`src/ckw_defines.svh`:
```
// Register map, key values, field positions and timing counts of the keyed watchdog
`ifndef CKW_DEFINES_SVH
`define CKW_DEFINES_SVH
`define CKW_OFS_CONTROL   4'h0
`define CKW_OFS_STATUS    4'h4
`define CKW_KEY_KICK      8'hA5
`define CKW_KEY_DIS_FIRST 8'hDE
`define CKW_KEY_DIS_LAST  8'hAD
`define CKW_KEY_LOCK      8'hFF
`define CKW_CMD_BIT       7
`define CKW_INTV_MSB      2
`define CKW_INTV_RESET    3'h7
`define CKW_STS_EN_BIT    0
`define CKW_STS_LOCK_BIT  1
`define CKW_DIS_WINDOW    3'h4
`define CKW_EXP_BASE      6
`define CKW_EXP_STEP      2
`endif

```
`src/ckw_pkg.sv`:
```
// Types shared by the keyed watchdog files
package ckw_pkg;
  typedef enum logic {CKW_IDLE, CKW_ARMED} ckw_dis_state_t;
  typedef logic [2:0] ckw_interval_t;
endpackage

```
`src/ckw_counter.sv`:
```
// Free-running timeout counter with power-of-four limit
`timescale 1ns/1ns
`default_nettype none
`include "ckw_defines.svh"
module ckw_counter
  import ckw_pkg::*;
#(
  parameter int CNT_W    = 20,
  parameter int EXP_BASE = `CKW_EXP_BASE
) (
  input  wire logic            clk_i,
  input  wire logic            clear_i,
  input  wire logic            run_i,
  input  wire ckw_interval_t   interval_i,
  output logic [CNT_W-1:0]     count_o,
  output logic                 expire_o
);
  initial begin
    if (CNT_W < EXP_BASE + 14 || CNT_W > 63 || EXP_BASE < 1)
      $error("ckw_counter: counter too narrow for the longest interval");
  end

  // Timeout is 2^(EXP_BASE + 2n) cycles, which is 4^(3+n) at the default EXP_BASE of 6
  wire logic [5:0]       shift = 6'(EXP_BASE) + 6'(`CKW_EXP_STEP * interval_i);
  wire logic [CNT_W-1:0] last  = ~({CNT_W{1'b1}} << shift);

  assign expire_o = run_i && (count_o == last);

  always_ff @(posedge clk_i) begin
    if (clear_i)
      count_o <= '0;
    else if (run_i)
      count_o <= count_o + 1'b1;
  end
endmodule
`default_nettype wire

```
`src/ckw_watchdog.sv`:
```
// Keyed watchdog timer with classic Wishbone register slave
`timescale 1ns/1ns
`default_nettype none
`include "ckw_defines.svh"
module ckw_watchdog
  import ckw_pkg::*;
#(
  parameter int CNT_W    = 20,
  parameter int EXP_BASE = `CKW_EXP_BASE
) (
  input  wire logic        clk_i,
  input  wire logic        rst_i,
  input  wire logic        wb_cyc_i,
  input  wire logic        wb_stb_i,
  input  wire logic        wb_we_i,
  input  wire logic [3:0]  wb_adr_i,
  input  wire logic [3:0]  wb_sel_i,
  input  wire logic [31:0] wb_dat_i,
  output logic [31:0]      wb_dat_o,
  output logic             wb_ack_o,
  output logic             sys_rst_o
);
  ckw_interval_t    interval;
  logic             enabled;
  logic             locked;
  ckw_dis_state_t   dis_state;
  ckw_dis_state_t   next_dis_state;
  logic [2:0]       gap;
  logic [CNT_W-1:0] count;
  logic             expire;

  // Bus decode; a write takes effect on the edge where ack is seen high
  wire logic req      = wb_cyc_i && wb_stb_i;
  wire logic hit_ctrl = (wb_adr_i == `CKW_OFS_CONTROL);
  wire logic hit_sts  = (wb_adr_i == `CKW_OFS_STATUS);
  wire logic wr_ctrl  = req && wb_ack_o && wb_we_i && hit_ctrl && wb_sel_i[0];
  wire logic [7:0] wbyte = wb_dat_i[7:0];
  wire logic is_cmd   = wbyte[`CKW_CMD_BIT];
  wire logic wr_intv  = wr_ctrl && !is_cmd;
  wire logic wr_kick  = wr_ctrl && (wbyte == `CKW_KEY_KICK);
  wire logic wr_first = wr_ctrl && (wbyte == `CKW_KEY_DIS_FIRST);
  wire logic wr_last  = wr_ctrl && (wbyte == `CKW_KEY_DIS_LAST);
  wire logic wr_lock  = wr_ctrl && (wbyte == `CKW_KEY_LOCK);

  // Gap holds cycles since the first key minus one, so gap <= 3 means within four
  wire logic in_window = (dis_state == CKW_ARMED) && ({1'b0, gap} < {1'b0, `CKW_DIS_WINDOW});
  wire logic disable_go = wr_last && in_window && !locked;

  // A kick in the same cycle as overflow wins; the count was serviced in time
  wire logic fire      = expire && !wr_kick;
  wire logic state_rst = rst_i || fire;

  wire logic [31:0] rd_data = hit_ctrl ? {29'h0, interval} :
                              hit_sts  ? {30'h0, locked, enabled} : 32'h0;

  always_comb begin
    next_dis_state = dis_state;
    case (dis_state)
      CKW_IDLE:  if (wr_first && !locked) next_dis_state = CKW_ARMED;
      CKW_ARMED: if (wr_ctrl && !wr_first) next_dis_state = CKW_IDLE;
                 else if (!wr_first && !in_window) next_dis_state = CKW_IDLE;
      default:   next_dis_state = CKW_IDLE;
    endcase
  end

  always_ff @(posedge clk_i) begin
    if (rst_i) begin
      wb_ack_o <= 1'b0;
      wb_dat_o <= 32'h0;
    end else begin
      wb_ack_o <= req && !wb_ack_o;
      wb_dat_o <= rd_data;
    end
  end

  always_ff @(posedge clk_i) begin
    if (state_rst) begin
      interval  <= `CKW_INTV_RESET;
      enabled   <= 1'b1;
      locked    <= 1'b0;
      dis_state <= CKW_IDLE;
      gap       <= 3'h0;
    end else begin
      // Unknown keys skip every branch below; dis_state still drops to CKW_IDLE if armed
      if (wr_intv)
        interval <= wbyte[`CKW_INTV_MSB:0];
      if (wr_kick)
        enabled <= 1'b1;
      else if (disable_go)
        enabled <= 1'b0;
      if (wr_lock)
        locked <= 1'b1;
      dis_state <= next_dis_state;
      gap       <= wr_first ? 3'h0 : (gap == 3'h7 ? gap : gap + 3'h1);
    end
  end

  always_ff @(posedge clk_i) begin
    if (rst_i)
      sys_rst_o <= 1'b0;
    else
      sys_rst_o <= fire;
  end

  ckw_counter #(
    .CNT_W    (CNT_W),
    .EXP_BASE (EXP_BASE)
  ) u_counter (
    .clk_i      (clk_i),
    .clear_i    (state_rst || wr_kick),
    .run_i      (enabled),
    .interval_i (interval),
    .count_o    (count),
    .expire_o   (expire)
  );
endmodule
`default_nettype wire

```
`config.mk`:
```
export PLATFORM = sky130hd
export DESIGN_NAME = ckw_watchdog
export DESIGN_NICKNAME = d
export VERILOG_FILES = /design/src/ckw_pkg.sv /design/src/ckw_counter.sv /design/src/ckw_watchdog.sv
export VERILOG_INCLUDE_DIRS = /design/src
export SDC_FILE = /design/constraint.sdc
export NUM_CORES = 1
export LEC_CHECK = 0
export ABC_AREA = 1
export BUFFER_PORTS_ARGS = -buffer_cell sky130_fd_sc_hd__buf_4
export CAP_MARGIN = 20
export CORE_ASPECT_RATIO = 0.5
export CORE_UTILIZATION = 25
export CTS_CLUSTER_SIZE = 28
export DETAILED_ROUTE_END_ITERATION = 7
export PLACE_DENSITY = 0.54
export SYNTH_ARGS = -nofsm -noshare
export SYNTH_HDL_FRONTEND = slang
export SYNTH_HIERARCHICAL = 1
export SYNTH_SLANG_ARGS = --single-unit
```
`constraint.sdc`:
```
create_clock -name clk_i -period 2.9 [get_ports clk_i]
set_clock_uncertainty 0.05 [all_clocks]
set_input_delay 0.58 -clock clk_i [delete_from_list [all_inputs] [get_ports clk_i]]
set_output_delay 0.58 -clock clk_i [all_outputs]
set_load 0.1 [all_outputs]
```
==> flow_metrics.tcl, run 1 <==
set metrics [dict create \
    portBuffers 22 \
    regArea_um2 681 \
    slowest_stage "dfxtp_1" \
    peakVddDrop_uv 162 \
    grt.total_usage_pct 10.6 \
    crit_path_start_kind "flip-flop" \
    rsz0062_at_grt "false" \
    period_needed_ns 2.33 \
    cp.arrival_ns 2.45 \
    io_pins 79 \
    grt_overflow 0 \
    tns_ns 0 \
    drt_iter0_markers 179 \
    crit_fanout 14 \
    crit_type "reg2reg" \
    power_density_mw_per_mm2 492 \
    whs_ns 0.406 \
    maxCapViolCount 0 \
    ant_nets 0 \
    die_y_um 68.7 \
    cts-resized-gates 0 \
    place_inst 467 \
    cp-end-kind "flip-flop" \
    report.final.slew_viol_count 0 \
    fin_util_pct 30.8 \
    p_leak_nw 1.23 \
    std_cell_rows 23 \
    wirelength_mm 4.70 \
    yosysSeqAreaShare_pct 30.6 \
    r2r_start "interval[1]" \
    drive_gt1_share_pct 15.2 \
    clk_latency_ns 0.27 \
    wl_per_cell_um 9.89 \
    multiInputGateArea_mm2 0.00126 \
    hold_buffers 0 \
    yosysUniqueCellTypes 32 \
    cp.required_ns 3.02 \
    grt_max_degree 15 \
    worstPathCellList "inv_1 -> ha_1 -> inv_1 -> nand2_1 -> nand2_1 -> nand2_1 -> nand2_1 -> nand2_1 -> nor2_1 -> nand2_1 -> nor2_1 -> inv_1 -> nand3_1 -> inv_1 -> and3_1" \
    vias 1979 \
    drt_pass1_iterations 4 \
    final_cell_mix "nand2_1, nor2_1, inv_1, dfxtp_1, conb_1" \
    fin_cells 475 \
    cts_tree "yes" \
    cts_max_path_buffers 2 \
    critPathMaxStageDelay_ns 0.47 \
    die_w_um 135 \
    fmax_ghz 0.428 \
    avgViaCountPerCell 4.17 \
    startpoint "interval[1]" \
    syn_avg_cell_area_um2 6.64 \
    die_area_mm2 0.00930 \
    synth-seq-cells 34 \
    start_util_pct 26.7 \
    clk_pin_slew_worst_paths_ns 0.06 \
    min_path_type "reg2reg" \
    hold_violations 0 \
    setup_viol 0 \
    final_common_cell "nand2_1" \
    finalCritPeriodShare_pct 80.5 \
    synthCells 335 \
    nets 412 \
    critPathMostFrequentCell "nand2_1" \
    grt_pass1_wl_mm 7.73 \
    dp_hpwl_mm 3.55 \
    syn_to_final_growth_pct 15.2 \
    grt_pass1_vias 1683 \
    n_antenna_cell 0 \
    synth.cell_area_mm2 0.00222 \
    grt_antenna_before_repair 0 \
    cts_buffers 5 \
    fillers 928 \
    drc 0 \
    core-area_mm2 0.00832 \
    cts_sinks 34 \
    clock_tree.root_cell "clkbuf_16" \
    gp_congestion 0.790 \
    status "finished clean" \
    synth_warnings 6 \
    h-tree-depth 2 \
    cts_setup_buffers 0 \
    min_from "wb_ack_o" \
]
through the flow:
step	setup WS [ns]	power, mW	cell area [um2]
final	0.566	1.26	2560
after global routing	0.296	1.30	2560
after CTS	0.577	1.27	2560
after detailed placement	0.605	0.735	2420
after global placement	0.616	0.734	2420
after floorplan	0.641	0.732	2330
flip-flops by register name, indices dropped and copies added (netlist names), 3 cells and up:
signal / count
u_counter/count_o: 20
gap: 3
interval: 3
wb_dat_o: 3
worst paths after layout:
| kind | to | slack (ns) | depth (start not counted) |
|---|---|---|---|
| worst max register to register | u_counter/count_o[8] | 0.57 | 15 |
| worst min register to register | wb_ack_o | 0.41 | 1 |
| worst min-delay path | wb_ack_o | 0.41 | 1 |
| worst max-delay path | u_counter/count_o[8] | 0.57 | 15 |
cells in the mapped netlist:
cell	n	area (um2)
xor2_1	1	8.76
nor3b_1	3	22.5
and2_1	1	6.26
ha_1	5	62.6
nand2_1	78	293
inv_1	40	150
dfxtp_1	34	681
nor2_8	1	20.0
o21ai_0	11	55.1
o21a_1	1	7.51
buf_4	30	225
conb_1	1	3.75
nand3_2	2	20.0
a21oi_1	14	70.1
nor3_2	1	10.0
nand2_2	7	43.8
o31ai_1	1	7.51
nand3_1	22	110
inv_2	1	3.75
buf_2	1	5.00
and3_1	2	12.5
nor2_2	2	12.5
nor3_1	7	35.0
nor2_4	5	56.3
or2_2	3	18.8
o21ai_1	1	5.00
mux2i_1	2	20.0
nand2_4	2	22.5
nand4_1	9	56.3
o211ai_1	1	7.51
nor2_1	45	169
clkbuf_1	1	3.75
where the power goes:
part           internal [mW]  switching, mW
combinational         0.0333          0.207
clock                  0.341          0.196
sequential             0.476        0.00813
worst max-delay path, delay by kind of cell (launching register included):
family / cells / cell delay (ns)
buf+inv: 4 / 0.44
flops: 1 / 0.47
simple gates: 10 / 1.04
fa+ha+maj: 1 / 0.22
cell type report:
cell class | instances | share of cell area (%)
clock buffers | 7 | 5.56
flip-flops and latches | 34 | 26.5
well taps | 112 | 5.47
multi-input cells | 256 | 49.2
clock inverters | 1 | 0.195
repair buffers | 24 | 7.03
inverters | 41 | 6.00
cell families after synthesis:
group,Yosys count,share of synthesized area [%]
AOI/OAI and AO/OA,29,6.86
xor gates and xnor gates,1,0.394
adders and majority gates,5,2.81
buffers and inverters,73,17.4
DFF,34,30.6
muxes,2,0.900
other,1,0.169
and+or+nand+nor,190,40.8
metal layers:
metal  GRT usage [%]  share of wire, %
met5               0                 0
met4            2.11              0.60
met3            2.41               3.7
met2            17.6                42
met1            14.3                54
(Power assumes the default switching activity.)
==> inputs of run 2 (changes only) <==
--- a/config.mk
+++ b/config.mk
@@ -13,7 +13,7 @@
 export CORE_UTILIZATION = 25
 export CTS_CLUSTER_SIZE = 28
 export DETAILED_ROUTE_END_ITERATION = 7
-export PLACE_DENSITY = 0.54
+export PLACE_DENSITY = 0.55
 export SYNTH_ARGS = -nofsm -noshare
 export SYNTH_HDL_FRONTEND = slang
 export SYNTH_HIERARCHICAL = 1
==> constraint.sdc (replaced) <==
create_clock -name clk_i -period 1.9 [get_ports clk_i]
set_clock_uncertainty 0.05 [all_clocks]
set_input_delay 0.38 -clock clk_i [delete_from_list [all_inputs] [get_ports clk_i]]
set_output_delay 0.38 -clock clk_i [all_outputs]
set_load 0.1 [all_outputs]
==> run 2 against run 1 <==
  * Sequential share of layout area decreased by 2.1 points
  * Power increased by 62%
  * Combinational power is 60% higher
  * Final cell count is 4.4% higher
  * Fmax rose by 27%
  * Die area did not move
  * Clock power rose by 72%
  * Count of clock-buffer cells in the layout decreased by 2
  * Core utilization up 2.8 points
  * Worst hold slack worse by 0.15 ns
  * Critical endpoint is now u_counter/count_o[4]
==> flow_metrics.tcl, run 2 (synthesized netlist as in run 1, its figures left out) <==
set metrics [dict create \
    crit_path_start_kind "flip-flop" \
    dp_hpwl_mm 3.87 \
    portBuffers 22 \
    cp.required_ns 2.02 \
    wl_per_cell_um 9.97 \
    core-area_mm2 0.00832 \
    gp_congestion 0.813 \
    crit_fanout 7 \
    io_pins 79 \
    p_sw_mw 0.640 \
    die_area_mm2 0.00930 \
    swShare_pct 31.4 \
    cts_max_path_buffers 2 \
    ant_nets 0 \
    vias 2073 \
    fillers 910 \
    min_path_type "in2reg" \
    cp-end-kind "flip-flop" \
    h-tree-depth 2 \
    die_w_um 135 \
    clk_latency_ns 0.28 \
    fmax_ghz 0.544 \
    rsz0062_at_grt "true" \
    maxCapViolCount 0 \
    syn_to_final_growth_pct 25.6 \
    clock_tree.root_cell "clkbuf_16" \
    setup_viol 0 \
    intPower_mw 1.40 \
    whs_ns 0.252 \
    largest_register "u_counter/count_o" \
    status "finished clean" \
    largest_reg_flops 20 \
    avgViaCountPerCell 4.18 \
    grt_max_degree 15 \
    drt_iter0_markers 124 \
    std_cell_rows 23 \
    period_needed_ns 1.84 \
    report.final.slew_viol_count 0 \
    peakVddDrop_uv 314 \
    hold_violations 0 \
    grt_overflow 0 \
    drt_pass1_iterations 4 \
    grt.total_usage_pct 11.6 \
    clk_pin_slew_worst_paths_ns 0.05 \
    crit_type "reg2reg" \
    p_leak_nw 1.34 \
    power_density_mw_per_mm2 731 \
    clockPowerShare_pct 45.2 \
    fin_util_pct 33.6 \
    wirelength_mm 4.95 \
    drive_gt1_share_pct 24.5 \
    cts_sinks 34 \
    multiInputGateArea_mm2 0.00131 \
    cts_tree "yes" \
    nets 433 \
    drc 0 \
    tns_ns 0 \
    dp_slack_ns -0.0469 \
    final_cell_mix "nand2_1, nor2_1, buf_4, inv_1, dfxtp_1" \
    p_comb_share_pct 18.9 \
    fin_ws_ns 0.0624 \
    final_common_cell "nand2_1" \
    grt_antenna_before_repair 0 \
    n_antenna_cell 0 \
    regArea_um2 684 \
    finalCritPeriodShare_pct 96.7 \
    die_y_um 68.7 \
    cts_buffers 5 \
    grt_pass1_wl_mm 8.21 \
    hold_buffers 0 \
    p_seq_share_pct 36.0 \
    grt_pass1_vias 1741 \
    start_util_pct 26.7 \
    cp.arrival_ns 1.96 \
]
==> run 2: changes by cell type in the layout (fill, tap and decap cells not counted), moves of 3 or more <==
| cell | previous run | this run |
|---|---|---|
| inv_1 | 40 | 34 |
| dfxtp_2 | 0 | 3 |
| dfxtp_1 | 34 | 31 |
| o21ai_0 | 11 | 8 |
| inv_2 | 1 | 6 |
| buf_4 | 24 | 44 |
==> run 2: repair_timing <==
item                                    CTS  global route
pin swaps                                 1             5
gates cloned                              0             0
setup buffers                             0             2
resized for setup                         5            12
endpoints found under the setup margin   11            26
==> run 2: power groups by stage <==
stage | registers, mW | logic (mW) | clock network, mW
final | 0.734 | 0.385 | 0.922
after global routing | 0.736 | 0.408 | 0.974
after CTS | 0.734 | 0.385 | 0.942
after detailed placement | 0.750 | 0.383 | 0
after global placement | 0.750 | 0.381 | 0
after floorplan | 0.768 | 0.351 | 0
==> run 2: metal layers <==
metal,track usage (%),up-vias,part of all wire (%)
met1,16.4,904,52
li1,-,1100,-
met4,3.37,0,0.44
met3,3.07,2,6.2
met2,17.1,67,41
met5,0,-,0
==> run 2: final cells by class <==
cell class | count | area share [%]
repair buffers | 45 | 12.2
clock buffers | 5 | 4.48
well taps | 112 | 5.02
inverters | 41 | 5.60
multi-input cells | 256 | 46.8
flip-flops and latches | 34 | 24.5
clock inverters | 3 | 1.43
==> run 2: critical path, cell delays in order, from the launching register on <==
cell and delay (ns):
dfxtp_2 0.32, buf_4 0.13, buf_4 0.14, o21ai_0 0.24
nand2_1 0.08, nor2_1 0.09, nand2_1 0.10, nor2_2 0.17
inv_2 0.06, nand3_4 0.07, buf_6 0.14, a21oi_2 0.04
o21a_1 0.10
==> run 2: metrics by stage <==
step / power (mW) / area, um2 / std cells
6_report: 2.04 / 2790 / 496
5_1_grt: 2.12 / 2790 / 496
4_1_cts: 2.06 / 2760 / 494
3_5_place_dp: 1.13 / 2580 / 486
3_3_place_gp: 1.13 / 2580 / 486
2_1_floorplan: 1.12 / 2350 / 363
==> run 2: worst paths after layout <==
kind | from | to | slack (ns) | cells past startpoint
min | rst_i | wb_ack_o | 0.25 | 2
max reg2reg | interval[1] | u_counter/count_o[4] | 0.06 | 12
max | interval[1] | u_counter/count_o[4] | 0.06 | 12
min reg2reg | wb_ack_o | wb_ack_o | 0.37 | 1
